==> src/cpa_pkg.sv <==
// Purpose: constants and types for the camera preview accel control
// Assumes: 32-bit APB, byte addresses, one aligned word per register
// Notes: all offsets, control bit positions and the control reset value live here
package cpa_pkg;

	// ------------------------------------------------------------
	// register map
	// ------------------------------------------------------------
	localparam logic [31:0] CPA_OFF_CON = 32'h0000_0704; // camera_if_control
	localparam logic [31:0] CPA_OFF_TGT = 32'h0000_0708; // display_target_select
	localparam logic [31:0] CPA_OFF_STS = 32'h0000_070C; // live status

	localparam logic [15:0] CPA_CON_RST = 16'h0000; // control reset value
	localparam logic [15:0] CPA_CON_WMASK = 16'hFFCF; // bits 5:4 reserved
	localparam int CPA_TGT_W = 2; // display target field width

	// ------------------------------------------------------------
	// control bit positions
	// ------------------------------------------------------------
	localparam int CPA_B_PCLK_SEL = 15; // pixel_clock_source_sel
	localparam int CPA_B_DISP_EN = 14; // display_request_en
	localparam int CPA_B_DREQ_SEL = 13; // dma_request_source_sel
	localparam int CPA_B_DMA_EN = 12; // dma_request_en
	localparam int CPA_B_PCLK_INV = 11; // pixel_clock_invert
	localparam int CPA_B_SLEW = 10; // display_port_slew
	localparam int CPA_B_DRV_A = 9; // display_port_drive_a
	localparam int CPA_B_DRV_B = 8; // display_port_drive_b
	localparam int CPA_B_DRV_C = 7; // display_port_drive_c
	localparam int CPA_B_IRQ_INV = 6; // line30_irq_invert
	localparam int CPA_B_CLK_HI = 3; // clock_out_upper_drive
	localparam int CPA_B_CLK_LO = 2; // clock_out_lower_drive
	localparam int CPA_B_RAD_A = 1; // radio_pin3_drive_a
	localparam int CPA_B_RAD_B = 0; // radio_pin3_drive_b

	// ------------------------------------------------------------
	// carriers
	// ------------------------------------------------------------
	// sensor side pin levels
	typedef struct packed {
		logic chip_select3_pin; // line sync or pixel clock
		logic display_select1_pin; // pixel clock, or irq line 30 level
		logic ext_irq2_pin; // alternate line sync
	} cpa_pins_type;

	// pad settings driven to the pad ring
	typedef struct packed {
		logic clock_out_upper_drive; // 0: 2mA, 1: 14mA
		logic clock_out_lower_drive; // 0: 2mA, 1: 14mA
		logic display_port_slew; // slew control
		logic [2:0] display_port_drive; // a, b, c
		logic [1:0] radio_pin3_drive; // a, b
	} cpa_pad_type;

endpackage : cpa_pkg

==> src/cpa_ctrl.sv <==
// Purpose: control logic for camera preview and capture acceleration
// Assumes: pins synchronous to pclk but resampled; APB slave, 0 waits
// Notes: requests are one-cycle pulses on qualifying pixel clock edges
`timescale 1ns/1ps

// How it works
// - bit 15 picks pixel clock pin when bit 13 set
// - bit 11 inverts selected pixel clock
// - bit 12 gates DMA requests
// - bit 13 picks DMA line sync source
// - bit 14 enables display request, sensor bus
// - bit 6 inverts display select as irq
// - bits 3,2 pick clock pad drive
// - display pad, radio pad bits, reset 0
// - bit 12 paces DMA by sync, clock
// - target register names receiving display
module cpa_ctrl (
	// clock and reset
	input wire logic pclk,
	input wire logic presetn,
	// apb slave
	input wire logic psel,
	input wire logic penable,
	input wire logic pwrite,
	input wire logic [31:0] paddr,
	input wire logic [31:0] pwdata,
	output logic [31:0] prdata,
	output logic pready,
	output logic pslverr,
	// sensor side pins
	input wire cpa_pkg::cpa_pins_type pins,
	// requests and controls
	output logic dma_req,
	output logic display_req,
	output logic sensor_bus_en,
	output logic irq_line30,
	output logic [cpa_pkg::CPA_TGT_W-1:0] display_target_select,
	output cpa_pkg::cpa_pad_type pad
);
	import cpa_pkg::*;

	// ------------------------------------------------------------
	// state
	// ------------------------------------------------------------
	// all state in one record
	typedef struct packed {
		logic [15:0] ctrl; // camera_if_control
		logic [CPA_TGT_W-1:0] tgt; // display target
		logic [2:0] s1; // sync stage one
		logic [2:0] s2; // sync stage two
		logic pclk_prev; // last selected pixel clock
		logic [15:0] evt_cnt; // qualifying events seen
		logic [31:0] rdata; // read data
		logic rdy; // apb ready
		logic err; // apb error
		logic dma; // dma request pulse
		logic disp; // display request pulse
		logic sens; // sensor bus enable
		logic irq; // line 30 interrupt level
		cpa_pad_type pad; // pad settings
	} cpa_state_type;

	cpa_state_type st_q; // registered state
	cpa_state_type st_d; // next state

	logic pclk_sel; // selected, polarity-corrected clock
	logic hs_sel; // selected line sync
	logic evt; // one qualifying event
	logic wr_acc; // write accepted this edge

	// ------------------------------------------------------------
	// helpers
	// ------------------------------------------------------------
	// word address match
	function automatic logic cpa_hit(input logic [31:0] a,
		input logic [31:0] off);
		cpa_hit = (a[31:2] == off[31:2]);
	endfunction : cpa_hit

	// ------------------------------------------------------------
	// source selection
	// ------------------------------------------------------------
	// picks line sync and pixel clock from synced pins
	always_comb begin
		logic cs3; // synced chip select 3
		logic ds1; // synced display select 1
		logic ei2; // synced ext irq 2
		logic raw; // pixel clock before polarity
		raw = 1'b0; // defined before any branch
		cs3 = st_q.s2[2];
		ds1 = st_q.s2[1];
		ei2 = st_q.s2[0];
		if (st_q.ctrl[CPA_B_DREQ_SEL]) begin
			hs_sel = ei2;
			// clock pin by select bit
			raw = st_q.ctrl[CPA_B_PCLK_SEL] ? ds1 : cs3;
		end else begin
			// fixed pairing: sync on cs3, clock on ds1
			hs_sel = cs3;
			raw = ds1;
		end
		pclk_sel = raw ^ st_q.ctrl[CPA_B_PCLK_INV];
		evt = pclk_sel & ~st_q.pclk_prev & hs_sel;
	end

	// ------------------------------------------------------------
	// next state
	// ------------------------------------------------------------
	// register file, apb answer and request pulses
	always_comb begin
		st_d = st_q;
		wr_acc = psel & penable & pwrite & st_q.rdy & ~st_q.err;
		// synchroniser: stage one feeds stage two only
		st_d.s1 = pins;
		st_d.s2 = st_q.s1;
		st_d.pclk_prev = pclk_sel;
		// apb setup phase: decode and prepare answer
		st_d.rdy = psel & ~penable;
		st_d.err = 1'b0;
		if (psel & ~penable) begin
			st_d.rdata = 32'h0000_0000;
			if (cpa_hit(paddr, CPA_OFF_CON)) begin
				st_d.rdata[15:0] = st_q.ctrl;
			end else if (cpa_hit(paddr, CPA_OFF_TGT)) begin
				st_d.rdata[CPA_TGT_W-1:0] = st_q.tgt;
			end else if (cpa_hit(paddr, CPA_OFF_STS)) begin
				st_d.rdata[18:16] = st_q.s2;
				st_d.rdata[15:0] = st_q.evt_cnt;
			end else begin
				// unmapped: error answer
				st_d.err = 1'b1;
			end
		end
		// apb access phase: write takes effect
		if (wr_acc) begin
			if (cpa_hit(paddr, CPA_OFF_CON)) begin
				st_d.ctrl = pwdata[15:0] & CPA_CON_WMASK;
			end else if (cpa_hit(paddr, CPA_OFF_TGT)) begin
				st_d.tgt = pwdata[CPA_TGT_W-1:0];
			end else if (cpa_hit(paddr, CPA_OFF_STS)) begin
				// status is read-only; write ignored
				st_d.evt_cnt = st_q.evt_cnt;
			end
		end
		// request pulses
		st_d.dma = evt & st_q.ctrl[CPA_B_DMA_EN];
		st_d.disp = evt & st_q.ctrl[CPA_B_DISP_EN];
		if (evt) begin
			st_d.evt_cnt = st_q.evt_cnt + 16'h0001;
		end
		// sensor drives shared bus when display path on
		st_d.sens = st_q.ctrl[CPA_B_DISP_EN];
		// display select used as irq line 30
		st_d.irq = st_q.s2[1] ^ st_q.ctrl[CPA_B_IRQ_INV];
		// pad settings
		st_d.pad.clock_out_upper_drive = st_q.ctrl[CPA_B_CLK_HI];
		st_d.pad.clock_out_lower_drive = st_q.ctrl[CPA_B_CLK_LO];
		st_d.pad.display_port_slew = st_q.ctrl[CPA_B_SLEW];
		st_d.pad.display_port_drive = {st_q.ctrl[CPA_B_DRV_A],
			st_q.ctrl[CPA_B_DRV_B], st_q.ctrl[CPA_B_DRV_C]};
		st_d.pad.radio_pin3_drive = {st_q.ctrl[CPA_B_RAD_A],
			st_q.ctrl[CPA_B_RAD_B]};
	end

	// ------------------------------------------------------------
	// registers
	// ------------------------------------------------------------
	// single flop bank, constant reset
	always_ff @(posedge pclk or negedge presetn) begin
		if (!presetn) begin
			st_q <= '0;
			st_q.ctrl <= CPA_CON_RST;
		end else begin
			st_q <= st_d;
		end
	end

	// ------------------------------------------------------------
	// outputs
	// ------------------------------------------------------------
	// all straight from flops
	assign prdata = st_q.rdata;
	assign pready = st_q.rdy;
	assign pslverr = st_q.err;
	assign dma_req = st_q.dma;
	assign display_req = st_q.disp;
	assign sensor_bus_en = st_q.sens;
	assign irq_line30 = st_q.irq;
	assign display_target_select = st_q.tgt;
	assign pad = st_q.pad;
endmodule : cpa_ctrl

==> config.mk <==
export PLATFORM = sky130hd
export DESIGN_NAME = cpa_ctrl
export DESIGN_NICKNAME = d
export VERILOG_FILES = /design/src/cpa_pkg.sv /design/src/cpa_ctrl.sv
export SDC_FILE = /design/constraint.sdc
export NUM_CORES = 1
export LEC_CHECK = 0
export ABC_AREA = 1
export BUFFER_PORTS_ARGS = -buffer_cell sky130_fd_sc_hd__buf_4
export CAP_MARGIN = 25
export CORE_MARGIN = 4
export CORE_UTILIZATION = 40
export DETAILED_ROUTE_END_ITERATION = 8
export PLACE_DENSITY_LB_ADDON = 0.1
export SYNTH_ARGS = -nofsm -noshare
export SYNTH_HDL_FRONTEND = slang
export SYNTH_SLANG_ARGS = --single-unit
==> constraint.sdc <==
create_clock -name pclk -period 1.6 [get_ports pclk]
set_clock_uncertainty 0.2 [all_clocks]
set_input_delay 0.32 -clock pclk [delete_from_list [all_inputs] [get_ports pclk]]
set_output_delay 0.32 -clock pclk [all_outputs]
set_load 0.03 [all_outputs]
# After elaboration in Yosys (flattened, before gate mapping)
# Cells that the tools add are included.
[totals]
ramBits = 0
latchBits = 0
regBits = 72
n_memories = 0
inputBits = 72
rom_bits = 0
[classes]
n_div = 0
bitwise_logic = 15
addsub = 1
reduce_logical = 2
order_cmp = 0
eq_ne = 3
multipliers = 0
n_shift = 0
n_mux = 12
[ops]
columns = ["cell", "count"]
rows = [
  ["$eq 30x9->1 const B", 3],
  ["$mux 19", 1],
  ["$mux 17", 1],
  ["$add 16x1->16 const B", 1],
  ["$mux 16", 1],
  ["$and 1x1->1", 9],
  ["$mux 1", 7],
  ["$not 1->1", 4],
  ["$mux 3", 1],
  ["$reduce_and 3->1", 1],
  ["$mux 2", 1],
  ["$reduce_and 2->1", 1],
  ["$xor 1x1->1", 2],
]

# Depth between registers and ports, before layout
# Gate-level depths: netlist (run 1).
[logic_depth]
depth_word = 6
depth_mapped = 11
ltp_nobuf = 10

# Worst setup path before layout (run 1)
# OpenSTA, ideal clock, no wires.
[synth_path]
kind = "reg2reg"
startpoint = "register st_q[46] (netlist bit)"
endpoint = "register st_q[60] (netlist bit)"
path_buffers = 0
slack_ns = 0.002
period_less_slack_ns = 1.598
t_required_ns = 1.278
stages_incl_launch_ff = 8
setup_time_ns = 0.122
t_arrival_ns = 1.276
path_cell_list = "dfrtp_1 > ha_1 > nand3_1 > nor2_1 > nand3_1 > xor2_1 > nand2_1 > o21ai_1"
[synth_via]
elab_chain_cells = 1
[synth_rtl]
columns = ["item", "line_no", "source"]
rows = [
  ["from (decl)", "cpa_ctrl.sv:63", "cpa_state_type st_q;"],
  ["from (signal assigned)", "cpa_ctrl.sv:174", "st_q <= st_d;"],
  ["$add 16x1->16", "cpa_ctrl.sv:149", "st_d.evt_cnt = st_q.evt_cnt + 16'h0001;"],
]
# Every way passes these cells.
# A chain may end at the register's enable or synchronous reset.

# Worst setup path after layout (run 1)
[layout_path]
startpoint = "register st_q[86] (netlist bit)"
endpoint = "register st_q[46] (netlist bit)"
[layout_via]
elab_chain_cells = 5
[layout_rtl]
columns = ["item", "line_no", "source"]
rows = [
  ["$mux 1", "cpa_ctrl.sv:96", "raw = st_q.ctrl[CPA_B_PCLK_SEL] ? ds1 : cs3;"],
  ["$mux 1", "cpa_ctrl.sv:93", "if (st_q.ctrl[CPA_B_DREQ_SEL]) begin"],
  ["$xor 1x1->1", "cpa_ctrl.sv:102", "pclk_sel = raw ^ st_q.ctrl[CPA_B_PCLK_INV];"],
  ["via pclk_sel", "cpa_ctrl.sv:66", "logic pclk_sel;"],
  ["$and 1x1->1 (2 in series)", "cpa_ctrl.sv:103", "evt = pclk_sel & ~st_q.pclk_prev & hs_sel;"],
]
# The timed path passes the listed nets, and every way through them passes these cells.

==> impl_metrics.yaml, run 1 <==
worst_setup_path:
  cp_num_buf_inv: 2
  end_kind: "register"
  path_class: "reg -> reg"
  critPathLaunchType: "register"
  crit_slowest_cell: "dfrtp_1"
  crit_fanout: 7
  crit_path_frequent_cell: "nand2_2"
  cpLargestDelayFamily: "flip-flops"
  cp.required_ps: 1630
  critical_path.cell_chain: "inv_2, nand2_2, nand2_2, nand2_4, xnor2_4, nand2_8, buf_6, xnor2_1"
  crit_arrival_ps: 1640
  critical_path.max_stage_delay_ps: 400
die:
  start_util: 0.418
  num_rows: 34
  dieArea_um2: 10900
  die_x_um: 104
  core-area_um2: 8890
  die_h_um: 104
  boundaryPins: 120
drt:
  routed_wirelength_mm: 8.86
  ant_nets: 0
  drt_iter0_drc: 130
  first_pass_iters: 4
  avgRoutedWirePerCell_um: 13.4
  viasPerCell: 4.63
  drc: 0
  num_vias: 3060
clock_network:
  htree_num_levels: 3
  cts_tree: "built"
  cts_root_buf: "clkbuf_8"
  clock_latency_ps: 340
  cts.sinks: 72
  cts_buffers: 9
  clock_path_buffers: 2
  clk_pin_slew_ps: 80
global_routing:
  antenna_found_initial: 0
  grt_pass1_wl_mm: 14.4
  grt.busiest_layer: "met2"
  grt_util_met3: 0.0515
  grt_pass1_vias: 2980
  grt_use_met2: 0.263
  grt-ovfl-total: 0
  grt_max_degree: 73
  use_met1: 0.213
  grt_usage: 0.163
yosys:
  ys_ff_latch: 72
  syn_area_per_cell_um2: 8.22
  netlist_area_um2: 3720
  synth_top_area_share: 0.485
  ys_seq_area_frac: 0.485
  yosys-top-cells-area: "dfrtp_1 48%, nand2_1 13%, buf_4 9.1%"
  synth_cells: 452
  synth_warnings: 0
  synth_area_leader_cell: "dfrtp_1"
  synth.distinct_cells: 29
sta:
  post-route-min-period_ps: 1610
  rsz0062_at_grt: "yes"
  fmax_ghz: 0.623
  hold_violations: 0
  finalCritPeriodShare: 1.00
  holdWs_ps: 19.0
  timing.final.ws_setup_ps: -5.47
  final_max_slew_viol_count: 0
  setup_violations: 1
placement:
  place_hpwl_mm: 6.55
  io_buffers: 86
  placed_cells: 633
  routabilityCongestion: 0.846
  place_area_um2: 4360
final_layout:
  postLayoutCellArea_um2: 4790
  layout.nets: 621
  nFillCells: 876
  diodes: 0
  area_delta_synth_final_pct: 28.9
  final_layout_size_suffix_gt1_frac: 0.306
  fin_cells: 661
power:
  p_leak_uw: 0.00249
  p_per_area_nw_per_um2: 856
  peakVddDrop_mv: 0.567
status:
  outcome: "finished with violations"
  violations: "setup timing"
flow_run:
  max_cap_viol_count: 0
worst_hold_path:
  hp-class: "in -> reg"
[routing by layer]
layer  wire length (um)  share of wire
met5                  0              0
met4                110          0.012
met3                460          0.052
met2               4350           0.49
met1               3940           0.44
[final timing paths]
check	start	end	slack [ps]	cells past startpoint
hold / removal	pwdata[15]	st_q[86]	20	3
min in group asynchronous	presetn	pad[1]	310	3
setup reg to reg	st_q[86]	st_q[46]	-5	8
hold reg to reg	st_d[64]	st_q[64]	150	0
max in group asynchronous	presetn	st_q[84]	540	3
setup / recovery	st_q[86]	st_q[46]	-5	8
[sequential cells by signal, indices dropped and copies added (netlist names)]
name / cells
dma_req: 1
st_q: 25
display_target_select: 2
pad: 8
display_req: 1
pslverr: 1
pready: 1
prdata: 19
irq_line30: 1
st_d: 12
sensor_bus_en: 1
[cells by family after synthesis]
kind of cell / Yosys count / share of synthesized area
buffers and inverters: 105 / 0.163
and+or+nand+nor: 226 / 0.267
other: 1 / 0.00101
adders and majority gates: 1 / 0.00337
DFF: 72 / 0.485
AOI/OAI and AO/OA: 35 / 0.0512
xor gates and xnor gates: 12 / 0.0303
[layout by cell type (no fill, tap or decap), drive strengths merged, types with 3 or more instances in the layout]
cell type / n
o21ai: 29
dlygate4sd3: 8
nand2: 138
nand3: 49
xor2: 10
nor3: 7
dfrtp: 72
o31ai: 5
conb: 13
clkinv: 3
buf: 117
nor2: 30
clkbuf: 10
inv: 52
[where the power goes]
part / internal, uW / total (uW) / switching, uW / leakage, uW
Combinational: 247 / 552 / 305 / 0.00141
Clock: 887 / 1600 / 716 / 0.000103
Sequential: 1880 / 1950 / 63.3 / 0.000978
Total: 3020 / 4100 / 1080 / 0.00249
[Yosys cell counts]
cell type  count
ha_1           1
conb_1         1
nand4_1        1
nand2_1      133
nor2_1        25
buf_4         45
nor3_1         7
inv_6          1
nand3_1       45
nor2_2         3
xor2_1        10
dfrtp_1       72
nand2_2        3
and2_4         1
xnor2_1        1
nand3_2        4
buf_2          2
o21ai_0       25
nor2_4         2
o21ai_1        4
clkinv_1       1
o31ai_1        5
xnor2_2        1
buf_8          1
a211oi_1       1
nand2_4        2
inv_1         49
buf_6          3
clkbuf_1       3
[per-stage QoR]
| step | utilization | setup TNS, ps | setup WS [ps] | total power [uW] |
|---|---|---|---|---|
| after floorplan | - | 0 | 1.52 | 2220 |
| after global placement | 0.491 | -7220 | -282 | 2450 |
| after detailed placement | 0.491 | -7430 | -272 | 2460 |
| after CTS | 0.526 | 0 | 4.93 | 4090 |
| after global routing | 0.539 | -742 | -75.9 | 4300 |
| final | 0.539 | -5.47 | -5.47 | 4100 |
[final cells by class]
cell class                      instances  area (um2)  share of cell area
Sequential cell                        72        1800               0.377
Multi-Input combinational cell        287        1430               0.299
Timing Repair Buffer                  125         975               0.204
Inverter                               51         204              0.0426
Tap cell                              108         135              0.0282
Clock buffer                           10         128              0.0267
Clock inverter                          6        92.6              0.0193
Timing Repair inverter                  2        20.0             0.00418
[timing repair]
action / in CTS / in global routing
setup endpoints to repair: 2 / 29
hold buffers: 8 / 0
setup buffers: 0 / 2
gates resized for setup: 2 / 32
endpoints found under the hold margin: 79 / 0
pin swaps: 0 / 8
gates cloned: 0 / 2
[worst min-delay path: stages]
cell	delay, ps
buf_4	80
nand3_1	60
nand2_1	70
No activity file was read; power rests on OpenSTA's default activity.
==> inputs of run 2 (changes only) <==
Settings changed: ABC_AREA 1 to default.
==> impl_metrics.yaml, run 2 <==
status:
  outcome: "finished with violations"
  violations: "setup timing"
worst_setup_path:
  critical_path.cell_chain: "buf_4, nor4_4, and4_4, nand4_4, nor4_4, buf_6, mux2_4"
  crit_fanout: 8
  crit_arrival_ps: 1930
  path_class: "in -> reg"
  end_kind: "register"
  crit_path_frequent_cell: "nor4_4"
  critical_path.max_stage_delay_ps: 320
  cpLargestDelayFamily: "simple AND/OR/NAND/NOR gates"
  critPathLaunchType: "input pin"
  cp_num_buf_inv: 2
  r2r_slack_ps: -250
  cp.required_ps: 1620
  crit_slowest_cell: "mux2_4"
yosys:
  ys_ff_latch: 72
  netlist_area_um2: 3290
  async_flop_share: 1.00
  synth_area_leader_cell: "dfrtp_1"
  yosys-top-cells-area: "dfrtp_1 55%, buf_4 9.8%, mux2_4 4.6%"
  synth_top_area_share: 0.547
  ys.flop_type: "dfrtp_1"
  synth_warnings: 0
  syn_area_per_cell_um2: 12.4
  synth_common_cells: "72 x dfrtp_1, 43 x buf_4, 20 x nand2_1, 16 x xnor2_1, 14 x mux2i_1"
  synth_cells: 266
  synth_edf_count: 0
  ys_seq_area_frac: 0.547
  synth.distinct_cells: 34
  synth_most_common_cell: "dfrtp_1"
clock_network:
  clock_latency_ps: 340
  cts_root_buf: "clkbuf_8"
  clk_pin_slew_ps: 80
  clock_path_buffers: 2
  cts.sinks: 72
  cts_tree: "built"
  cts_buffers: 9
  htree_num_levels: 3
final_layout:
  layout.nets: 457
  regArea_um2: 1800
  largest_reg_flops: 25
  fin_cells: 491
  final_cell_mix: "118 x buf_4, 72 x dfrtp_1, 18 x nand2_1, 15 x dlygate4sd3_1, 14 x mux2_4"
  nFillCells: 673
  largest_register: "st_q"
  diodes: 0
  utilization: 0.604
  multiInputGateArea_um2: 1330
  area_delta_synth_final_pct: 43.9
  final_common_cell: "buf_4"
  final_layout_size_suffix_gt1_frac: 0.494
  postLayoutCellArea_um2: 4740
drt:
  drc: 0
  drt_iter0_drc: 125
  viasPerCell: 4.84
  ant_nets: 0
  first_pass_iters: 4
  routed_wirelength_mm: 7.86
  num_vias: 2376
  avgRoutedWirePerCell_um: 16.0
sta:
  fmax_ghz: 0.526
  post-route-min-period_ps: 1900
  timing.final.ws_setup_ps: -303
  final_max_slew_viol_count: 0
  hold_violations: 0
  finalCritPeriodShare: 1.19
  rsz0062_at_grt: "yes"
  setup_violations: 52
placement:
  place_area_um2: 4140
  placed_cells: 456
  routabilityCongestion: 0.745
  dp_slack_ps: -716
  place_hpwl_mm: 5.61
  io_buffers: 86
global_routing:
  grt_pass1_vias: 2488
  grt_pass1_wl_mm: 12.8
  grt_usage: 0.168
  grt-ovfl-total: 0
  antenna_found_initial: 0
  grt_max_degree: 27
power:
  p_per_area_nw_per_um2: 921
  peakVddDrop_mv: 0.571
  power_uw: 4370
  p_leak_uw: 0.00235
die:
  die_h_um: 98.7
  core-area_um2: 7850
  dieArea_um2: 9750
  start_util: 0.420
  boundaryPins: 120
  num_rows: 32
  die_x_um: 98.7
worst_hold_path:
  hp-class: "in -> reg"
flow_run:
  max_cap_viol_count: 0
-- run 2: repair_timing --
action,4_1_cts,5_1_grt
hold endpoints to repair,37,1
gates resized for setup,21,23
pin swaps,9,13
endpoints found under the setup margin,52,53
setup buffers,4,1
hold buffers,14,1
cloned,1,0
-- run 2: layout make-up --
class / count / area share
Clock buffer: 11 / 0.0298
Clock inverter: 5 / 0.0219
Inverter: 2 / 0.00158
Multi-Input combinational cell: 152 / 0.281
Sequential cell: 72 / 0.380
Tap cell: 102 / 0.0269
Timing Repair Buffer: 147 / 0.258
-- run 2: where the power goes --
| group | total (uW) | switching [uW] | internal [uW] |
|---|---|---|---|
| logic | 679 | 328 | 352 |
| registers | 1930 | 41.0 | 1890 |
| clock network | 1760 | 677 | 1080 |
| total | 4370 | 1050 | 3320 |
-- run 2: routing by layer --
metal | wire (um) | part of all wire | GRT usage | vias up
met3 | 347 | 0.044 | 0.0340 | 9
li1 | - | - | - | 1119
met5 | 0 | 0 | 0 | -
met4 | 99 | 0.013 | 0.0599 | 0
met1 | 3360 | 0.43 | 0.226 | 1184
met2 | 4050 | 0.52 | 0.270 | 64
-- run 2: logic make-up after synthesis --
family / synth area share
xor gates and xnor gates: 0.0452
buffers and inverters: 0.113
other: 0.00114
AOI/OAI and AO/OA: 0.0426
and+or+nand+nor: 0.128
muxes: 0.119
adders and majority gates: 0.00380
DFF: 0.547
-- run 2: per-stage QoR --
stage	setup TNS [ps]	hold slack, ps
finish	-11000	22.8
global route	-14460	8.01
CTS	-11000	1.31
detailed placement	-24470	69.2
global placement	-22480	62.9
floorplan	-12460	-176
-- run 2: worst register-to-register path: stages (launching register included) --
cell,delay [ps]
dfrtp_1,390
nor2b_4,160
mux2i_2,270
xnor2_2,160
buf_4,180
nand2_4,60
mux2_2,320
-- run 2: path summary, 6_finish.rpt --
| check | from | endpoint | depth (start not counted) |
|---|---|---|---|
| worst min-delay path | pwdata[15] | st_q[86] | 2 |
| worst max-delay path | paddr[20] | st_d[1] | 7 |
| min in group asynchronous | presetn | st_d[64] | 2 |
| worst max register to register | st_q[84] | st_q[47] | 6 |
| max in group asynchronous | presetn | st_q[52] | 3 |
| worst min register to register | st_d[63] | st_q[63] | 0 |
